===== config.mk =====
export PLATFORM = sky130hd
export DESIGN_NAME = masked_match_interval_timer
export DESIGN_NICKNAME = d
export VERILOG_FILES = /design/src/rtl/mmit_pkg.sv /design/src/rtl/mmit_cmp_if.sv /design/src/rtl/mmit_masked_cmp.sv /design/src/rtl/masked_match_interval_timer.sv
export SDC_FILE = /design/constraint.sdc
export NUM_CORES = 1
export LEC_CHECK = 0
export ABC_AREA = 1
export BUFFER_PORTS_ARGS = -buffer_cell sky130_fd_sc_hd__buf_2
export CAP_MARGIN = 5
export CELL_PAD_IN_SITES_DETAIL_PLACEMENT = 1
export CELL_PAD_IN_SITES_GLOBAL_PLACEMENT = 2
export CORE_MARGIN = 2
export CORE_UTILIZATION = 30
export CTS_CLUSTER_SIZE = 14
export DETAILED_ROUTE_END_ITERATION = 12
export HOLD_SLACK_MARGIN = 0.08
export PLACE_DENSITY = 0.79
export RECOVER_POWER = 50
export SLEW_MARGIN = 0
export SYNTH_ARGS = -nofsm -noshare
export SYNTH_HDL_FRONTEND = slang
export SYNTH_SLANG_ARGS = --single-unit
export TNS_END_PERCENT = 5

===== constraint.sdc =====
create_clock -name clk_sys_i -period 1.8 [get_ports clk_sys_i]
set_input_delay 0.27 -clock clk_sys_i [delete_from_list [all_inputs] [get_ports clk_sys_i]]
set_output_delay 0.27 -clock clk_sys_i [all_outputs]
set_load 0.01 [all_outputs]

===== src/rtl/mmit_pkg.sv =====
// Shared constants for the masked match interval timer
package mmit_pkg;

   // Counter, compare and mask width
   localparam int unsigned CNT_W       = 48;
   // Width of the low register half
   localparam int unsigned LOW_W       = 32;
   // Width of the high register half
   localparam int unsigned HIGH_W      = 16;
   // Register bus address and data widths
   localparam int unsigned ADDR_W      = 8;
   localparam int unsigned DATA_W      = 32;

   // Register byte offsets
   localparam logic [ADDR_W-1:0] OFS_COMPARE_LOW      = 8'h00;
   localparam logic [ADDR_W-1:0] OFS_IGNORE_BITS_LOW  = 8'h04;
   localparam logic [ADDR_W-1:0] OFS_TIMER_CONTROL    = 8'h08;
   localparam logic [ADDR_W-1:0] OFS_COUNT_LOW        = 8'h0C;
   localparam logic [ADDR_W-1:0] OFS_COMPARE_HIGH     = 8'h10;
   localparam logic [ADDR_W-1:0] OFS_IGNORE_BITS_HIGH = 8'h14;
   localparam logic [ADDR_W-1:0] OFS_COUNT_HIGH       = 8'h1C;

   // Control register field positions
   localparam int unsigned CTRL_MATCH_FLAG_BIT      = 0;
   localparam int unsigned CTRL_CLEAR_ON_MATCH_BIT  = 1;
   localparam int unsigned CTRL_DEBUG_HALT_STOP_BIT = 2;
   localparam int unsigned CTRL_COUNT_ENABLE_BIT    = 3;

   // Reset values
   localparam logic [LOW_W-1:0]  RST_COMPARE_LOW      = 32'hFFFF_FFFF;
   localparam logic [HIGH_W-1:0] RST_COMPARE_HIGH     = 16'hFFFF;
   localparam logic [LOW_W-1:0]  RST_IGNORE_BITS_LOW  = 32'h0000_0000;
   localparam logic [HIGH_W-1:0] RST_IGNORE_BITS_HIGH = 16'h0000;
   localparam logic [CNT_W-1:0]  RST_COUNT            = 48'h0000_0000_0000;
   localparam logic              RST_MATCH_FLAG       = 1'b0;
   localparam logic              RST_CLEAR_ON_MATCH   = 1'b0;
   localparam logic              RST_DEBUG_HALT_STOP  = 1'b1;
   localparam logic              RST_COUNT_ENABLE     = 1'b1;

   // Counter step
   localparam logic [CNT_W-1:0]  CNT_STEP             = 48'h0000_0000_0001;

endpackage


===== src/rtl/mmit_cmp_if.sv =====
// Connection between the timer core and its masked comparator
interface mmit_cmp_if
   import mmit_pkg::*;
();
   logic [CNT_W-1:0] count_value;         // Current counter
   logic [CNT_W-1:0] compare_value;       // Full compare value
   logic [CNT_W-1:0] compare_ignore_bits; // Mask, 1 forces a bit to match
   logic             match;               // All bits match after masking

   // Timer core supplies operands and reads the result
   modport core (output count_value, output compare_value,
                 output compare_ignore_bits, input match);
   // Comparator reads operands and returns the result
   modport cmp  (input count_value, input compare_value,
                 input compare_ignore_bits, output match);
endinterface


===== src/rtl/mmit_masked_cmp.sv =====
// Masked equality comparator between counter and compare value
module mmit_masked_cmp
   import mmit_pkg::*;
(
   mmit_cmp_if.cmp cmp_bus
);

   logic [CNT_W-1:0] bit_ok; // Per-bit result after masking

   // Each bit matches when equal or when its mask bit is set
   always_comb begin
      bit_ok        = ~(cmp_bus.count_value ^ cmp_bus.compare_value)
                      | cmp_bus.compare_ignore_bits;
      cmp_bus.match = &bit_ok;
   end
endmodule


===== src/rtl/masked_match_interval_timer.sv =====
// Top of the masked match interval timer with its register port
// What this block does
// - 48-bit up-counter on main clock, two halves
// - Counter free-runs or clears on match
// - Masked full match raises the interrupt
// - Mask one forces bit comparison true
// - Low compare bits 31:0, reset all ones
// - High compare at 0x010, reset 0xFFFF
// - Low mask at 0x004, reset zero
// - High mask at 0x014, reset zero
// - Low count at 0x00C, read/write, reset zero
// - High count at 0x01C, read/write, reset zero
// - Hardware sets match flag on match
// - Flag cleared by writing one, reset zero
// - Control bit 1 clears counter on match
// - Counter clear same edge as flag set
// - Control bit 2 stops count in halt
// - Control bit 3 enables counting
// - Enable and halt-stop both one after reset
// - Without clear, match leaves count sequence alone
// - All registers readable at any time
module masked_match_interval_timer
   import mmit_pkg::*;
(
   input  wire logic              clk_sys_i,    // Main clock, 100 MHz
   input  wire logic              srst_i,       // Synchronous reset, active high
   input  wire logic [ADDR_W-1:0] addr_i,       // Register byte address
   input  wire logic [DATA_W-1:0] wdata_i,      // Register write data
   input  wire logic              wr_i,         // Write strobe
   input  wire logic              rd_i,         // Read strobe
   input  wire logic              debug_halt_i, // Processor halted for debug
   output logic      [DATA_W-1:0] rdata_o,      // Read data, cycle after strobe
   output logic                   irq_o         // Interrupt, level of match flag
);

   // Whole state of the block
   typedef struct packed {
      logic [CNT_W-1:0]  compare_value;        // Compare value
      logic [CNT_W-1:0]  compare_ignore_bits;  // Compare mask
      logic [CNT_W-1:0]  count;                // Up-counter
      logic              match_flag;           // Sticky match flag
      logic              clear_on_match;       // Clear counter on match
      logic              debug_halt_stop;      // Stop counting in debug halt
      logic              count_enable;         // Counting enabled
      logic [DATA_W-1:0] rdata;                // Registered read data
   } state_s;

   state_s state_q;   // Registered state
   state_s state_d;   // Next state

   mmit_cmp_if cmp_bus ();   // Link to the comparator

   // Decoded write strobes, run gate and match
   logic wr_cmp_lo;    // Write to compare_low
   logic wr_cmp_hi;    // Write to compare_high
   logic wr_msk_lo;    // Write to ignore_bits_low
   logic wr_msk_hi;    // Write to ignore_bits_high
   logic wr_ctrl;      // Write to timer_control
   logic wr_cnt_lo;    // Write to count_low
   logic wr_cnt_hi;    // Write to count_high
   logic sw_cnt_wr;    // Any software write to the counter
   logic count_run;    // Counter advances this cycle
   logic match;        // Masked match this cycle

   // Operands to the masked comparator
   assign cmp_bus.count_value         = state_q.count;
   assign cmp_bus.compare_value       = state_q.compare_value;
   assign cmp_bus.compare_ignore_bits = state_q.compare_ignore_bits;
   assign match                       = cmp_bus.match;

   // Masked comparator, evaluated on every cycle
   mmit_masked_cmp u_cmp (
      .cmp_bus (cmp_bus.cmp)
   );

   // Address decode of the write strobe
   always_comb begin
      wr_cmp_lo = wr_i && (addr_i == OFS_COMPARE_LOW);
      wr_msk_lo = wr_i && (addr_i == OFS_IGNORE_BITS_LOW);
      wr_ctrl   = wr_i && (addr_i == OFS_TIMER_CONTROL);
      wr_cnt_lo = wr_i && (addr_i == OFS_COUNT_LOW);
      wr_cmp_hi = wr_i && (addr_i == OFS_COMPARE_HIGH);
      wr_msk_hi = wr_i && (addr_i == OFS_IGNORE_BITS_HIGH);
      wr_cnt_hi = wr_i && (addr_i == OFS_COUNT_HIGH);
      sw_cnt_wr = wr_cnt_lo || wr_cnt_hi;
   end

   // Counting is gated by enable and, if chosen, by debug halt
   always_comb begin
      count_run = state_q.count_enable
                  && !(state_q.debug_halt_stop && debug_halt_i);
   end

   // Next-state logic for every register of the block
   always_comb begin
      state_d = state_q;

      // Compare value halves
      if (wr_cmp_lo) begin
         state_d.compare_value[LOW_W-1:0] = wdata_i;
      end
      if (wr_cmp_hi) begin
         state_d.compare_value[CNT_W-1:LOW_W] = wdata_i[HIGH_W-1:0];
      end

      // Mask halves
      if (wr_msk_lo) begin
         state_d.compare_ignore_bits[LOW_W-1:0] = wdata_i;
      end
      if (wr_msk_hi) begin
         state_d.compare_ignore_bits[CNT_W-1:LOW_W] = wdata_i[HIGH_W-1:0];
      end

      // Control bits; upper bits are not stored
      if (wr_ctrl) begin
         state_d.clear_on_match  = wdata_i[CTRL_CLEAR_ON_MATCH_BIT];
         state_d.debug_halt_stop = wdata_i[CTRL_DEBUG_HALT_STOP_BIT];
         state_d.count_enable    = wdata_i[CTRL_COUNT_ENABLE_BIT];
      end

      // Flag: write one clears, a match in the same cycle wins
      if (wr_ctrl && wdata_i[CTRL_MATCH_FLAG_BIT]) begin
         state_d.match_flag = 1'b0;
      end
      if (match) begin
         state_d.match_flag = 1'b1;
      end

      // Counter: match clear, else increment when running
      if (match && state_q.clear_on_match) begin
         state_d.count = RST_COUNT;
      end else if (count_run) begin
         state_d.count = state_q.count + CNT_STEP;
      end

      // Software load of a counter half takes priority
      if (wr_cnt_lo) begin
         state_d.count[LOW_W-1:0] = wdata_i;
      end
      if (wr_cnt_hi) begin
         state_d.count[CNT_W-1:LOW_W] = wdata_i[HIGH_W-1:0];
      end

      // Read mux; unmapped addresses read zero
      state_d.rdata = '0;
      if (rd_i) begin
         case (addr_i)
            OFS_COMPARE_LOW: begin
               state_d.rdata = state_q.compare_value[LOW_W-1:0];
            end
            OFS_IGNORE_BITS_LOW: begin
               state_d.rdata = state_q.compare_ignore_bits[LOW_W-1:0];
            end
            OFS_TIMER_CONTROL: begin
               state_d.rdata[CTRL_MATCH_FLAG_BIT]      = state_q.match_flag;
               state_d.rdata[CTRL_CLEAR_ON_MATCH_BIT]  = state_q.clear_on_match;
               state_d.rdata[CTRL_DEBUG_HALT_STOP_BIT] = state_q.debug_halt_stop;
               state_d.rdata[CTRL_COUNT_ENABLE_BIT]    = state_q.count_enable;
            end
            OFS_COUNT_LOW: begin
               state_d.rdata = state_q.count[LOW_W-1:0];
            end
            OFS_COMPARE_HIGH: begin
               state_d.rdata[HIGH_W-1:0] = state_q.compare_value[CNT_W-1:LOW_W];
            end
            OFS_IGNORE_BITS_HIGH: begin
               state_d.rdata[HIGH_W-1:0] = state_q.compare_ignore_bits[CNT_W-1:LOW_W];
            end
            OFS_COUNT_HIGH: begin
               state_d.rdata[HIGH_W-1:0] = state_q.count[CNT_W-1:LOW_W];
            end
            default: begin
               state_d.rdata = '0;
            end
         endcase
      end
   end

   // State register with synchronous reset
   always_ff @(posedge clk_sys_i) begin
      if (srst_i) begin
         state_q.compare_value       <= {RST_COMPARE_HIGH, RST_COMPARE_LOW};
         state_q.compare_ignore_bits <= {RST_IGNORE_BITS_HIGH,
                                         RST_IGNORE_BITS_LOW};
         state_q.count               <= RST_COUNT;
         state_q.match_flag          <= RST_MATCH_FLAG;
         state_q.clear_on_match      <= RST_CLEAR_ON_MATCH;
         state_q.debug_halt_stop     <= RST_DEBUG_HALT_STOP;
         state_q.count_enable        <= RST_COUNT_ENABLE;
         state_q.rdata               <= '0;
      end else begin
         state_q <= state_d;
      end
   end

   // Outputs straight from the state register
   assign rdata_o = state_q.rdata;
   assign irq_o   = state_q.match_flag;

   // Helper: cycles since reset release, saturating
   logic [3:0] since_rst_q;  // Counts edges after reset
   always_ff @(posedge clk_sys_i) begin
      if (srst_i) begin
         since_rst_q <= 4'h0;
      end else if (since_rst_q != 4'hF) begin
         since_rst_q <= since_rst_q + 4'h1;
      end
   end
endmodule


==> impl_metrics.json <==
{
  "outcome": "finished with violations",
  "violations": "negative setup slack",
  "synth_most_common_cell": "nand2_1",
  "wl_met1_um": 21700,
  "slew_violations": 0,
  "cts_buffers": 17,
  "ys_types": 36,
  "synth_commonest_cells": "nand2_1, nor2_1, dfxtp_1",
  "dr_wl_met2_um": 23000,
  "r2r_start": "cmp_bus.count_value[12]",
  "place_hpwl_um": 35000,
  "drt_pass1_iterations": 5,
  "cts.path.max_buffers": 2,
  "timing.rr.end": "cmp_bus.count_value[40]",
  "min_from": "wr_i",
  "mappedNetlistArea_sq_um": 10400,
  "r2r_slack_ns": -0.24,
  "grt_pass1_vias": 12824,
  "slew-limit-headroom_pct": 55.9,
  "holdWs_ns": 0.113,
  "synth_cells": 1705,
  "syn_nets": 1751,
  "drc": 0,
  "die-area_sq_um": 36300,
  "final_antenna_net_count": 0,
  "power-per-cell-area_nw_per_um2": 655,
  "fmax_mhz": 490,
  "dr_wl_met3_um": 1670,
  "ys_seq_area_share_pct": 34.5,
  "start_kind": "flip-flop",
  "placed_area_sq_um": 13400,
  "clk_latency_ns": 0.47,
  "worst_slack_ns": -0.240,
  "whs_path_depth": 3,
  "clock_skew_ns": 0.0165,
  "tightest_slew_ns": 0.661,
  "io_buffers": 77,
  "cap_violations": 0,
  "fin_util_pct": 42.9,
  "syn_area_per_cell_sq_um": 6.13,
  "die_x_um": 191,
  "grt_pass1_wl_um": 72700,
  "max_stage_delay_ns": 0.36,
  "synth-seq-cells": 180,
  "r2r_cells": 14,
  "antenna_found_initial": 0,
  "via_count": 12445,
  "worstSetupPathType": "flip-flop to flip-flop",
  "whs_endpoint": "cmp_bus.compare_ignore_bits[35]",
  "cts_root_buffer": "clkbuf_16",
  "diodes": 0,
  "stdcell_area_sq_um": 14800,
  "finalWeightedCongestion": 0.979,
  "cp_data_arrival_time_ns": 2.44,
  "synth_top_area_share_pct": 34.5,
  "routed.top_layer": "met4",
  "finalCriticalPeriod_ns": 2.04,
  "fp.dieH_um": 191,
  "worstPathRequired_ns": 2.20,
  "cts_tree": "yes",
  "wire_per_inst_um": 19.0,
  "drive_gt1_share_pct": 26.0,
  "rsz0062_at_grt": "yes",
  "area_growth_pct": 41.5,
  "hold_viol_final": 0,
  "drtIter0Drc": 626,
  "critPathMaxFanout": 7,
  "yosys_warnings": 0,
  "synth_edf_count": 0,
  "cp-end-kind": "flip-flop",
  "pin_count": 78,
  "rows": 68,
  "core_sq_um": 34500,
  "grt_max_degree": 84,
  "min_path_type": "input port to flip-flop",
  "cellLeakagePower_nw": 6.91,
  "clock_sinks": 180,
  "setup_viol": 48,
  "routed_wl_um": 47600,
  "crit_chain": "or2_1, nand2_1, nand2_2, nor2_4, nand2_2, nor2_4, buf_6, nand4_4, buf_12, buf_12, buf_16, nand3_2, nand2_1, nor2_1",
  "grt_overflow": 0,
  "final_nets": 2084,
  "clk_pin_slew_ns": 0.08,
  "initial_core_util_pct": 30.3,
  "max-vdd-ir-drop_v": 0.000698,
  "fin_crit_sh_pct": 113,
  "grt_util_all_layers_pct": 26.5,
  "htree_levels": 4,
  "ys_top_cells_by_area": "dfxtp_1, nand2_1, nor2_1",
  "cp_slowest_cell": "dfxtp_4",
  "synth-main-ff-cell": "dfxtp_1",
  "via_per_inst": 4.97,
  "async_flop_share_pct": 0,
  "synth_area_leader_cell": "dfxtp_1"
}
## state kept, by name (all words and copies together), names as in the netlist
name,count
rdata_o,32
cmp_bus.count_value,48
state_q,3
cmp_bus.compare_value,48
cmp_bus.compare_ignore_bits,48
irq_o,1
## what timing repair did
action	4_1_cts	5_1_grt
hold buffers	17	0
gates cloned	4	1
pin swaps	28	21
endpoints found under the setup margin	48	49
hold endpoints to repair	18	0
buffers inserted	8	5
resized for setup	84	61
## metrics by stage
stage / total power, W / instances / TNS (ns) / worst slack (ns)
after floorplan: 0.00479 / 1705 / 0 / 0.0722
after global placement: 0.00537 / 2439 / -15.04 / -0.380
after detailed placement: 0.00541 / 2439 / -24.43 / -0.480
after CTS: 0.00973 / 2500 / -7.76 / -0.186
after global routing: 0.0100 / 2506 / -16.36 / -0.351
final: 0.00968 / 2506 / -8.37 / -0.240
## report_power, final
part | internal (W) | switching (W)
clock network | 0.00236 | 0.00189
registers | 0.00406 | 0.0000818
logic | 0.000547 | 0.000730
## logic make-up (layout without fill, tap and decap cells)
kind of cell             after synthesis  in the layout  synth area share [%]
adder cells (fa/ha/maj)                1              1                 0.120
buffers and inverters                291            637                  12.4
AND/OR/NAND/NOR                      955            955                  37.1
AO/OA/AOI/OAI                        255            255                  14.0
flip-flops                           180            180                  34.5
XOR/XNOR                              23             23                  1.93
## layer usage
layer / up-vias / GRT usage (%)
li1: 6075 / -
met3: 67 / 3.66
met1: 6061 / 33.5
met4: 0 / 8.53
met5: - / 0
met2: 242 / 46.3
## area by class of cell
cell class | instances | area (sq um)
inverters | 184 | 701
multi-input cells | 1234 | 5870
fillers | 4522 | 19700
repair buffers | 421 | 3350
flip-flops and latches | 180 | 3640
clock inverters | 15 | 213
clock buffers | 17 | 425
well taps | 455 | 569
## how the worst max path moves through the flow
stage                                   end                 startpoint  slack (ns)  depth (start not counted)
floorplan           cmp_bus.count_value[34]     cmp_bus.count_value[0]        0.07                         13
global placement    cmp_bus.count_value[34]     cmp_bus.count_value[1]       -0.38                         13
detailed placement  cmp_bus.count_value[34]    cmp_bus.count_value[12]       -0.48                         14
CTS                  cmp_bus.count_value[2]    cmp_bus.count_value[12]       -0.19                         14
global route        cmp_bus.count_value[39]  cmp_bus.compare_value[43]       -0.35                         15
finish              cmp_bus.count_value[40]    cmp_bus.count_value[12]       -0.24                         14
## placed cells by master, fill, tap and decap left out, types with 3 or more instances in the layout
cell type,n
o211ai_1,42
bufinv_16,4
nand2_1,510
dfxtp_1,160
a21oi_1,78
o22ai_1,40
clkbuf_2,4
nand3_1,96
clkbuf_16,18
nand2_2,17
buf_2,44
clkbuf_1,34
buf_6,6
dlygate4sd3_1,17
inv_2,22
inv_4,4
nand3_2,17
buf_4,289
dfxtp_4,6
inv_1,157
buf_16,5
o21ai_0,79
nor2_2,26
nor3_1,10
a31oi_1,9
inv_6,5
nor2_4,10
nor2_1,237
dfxtp_2,14
a221oi_1,3
nor3_2,6
xor2_1,22
nand4_1,15
buf_12,20
## worst max-delay path: cells and delay by family, from the launching register on
family	cells	cell delay (ns)
buf+inv	4	0.57
simple gates	10	1.01
flops	1	0.36
(Power assumes the default switching activity.)
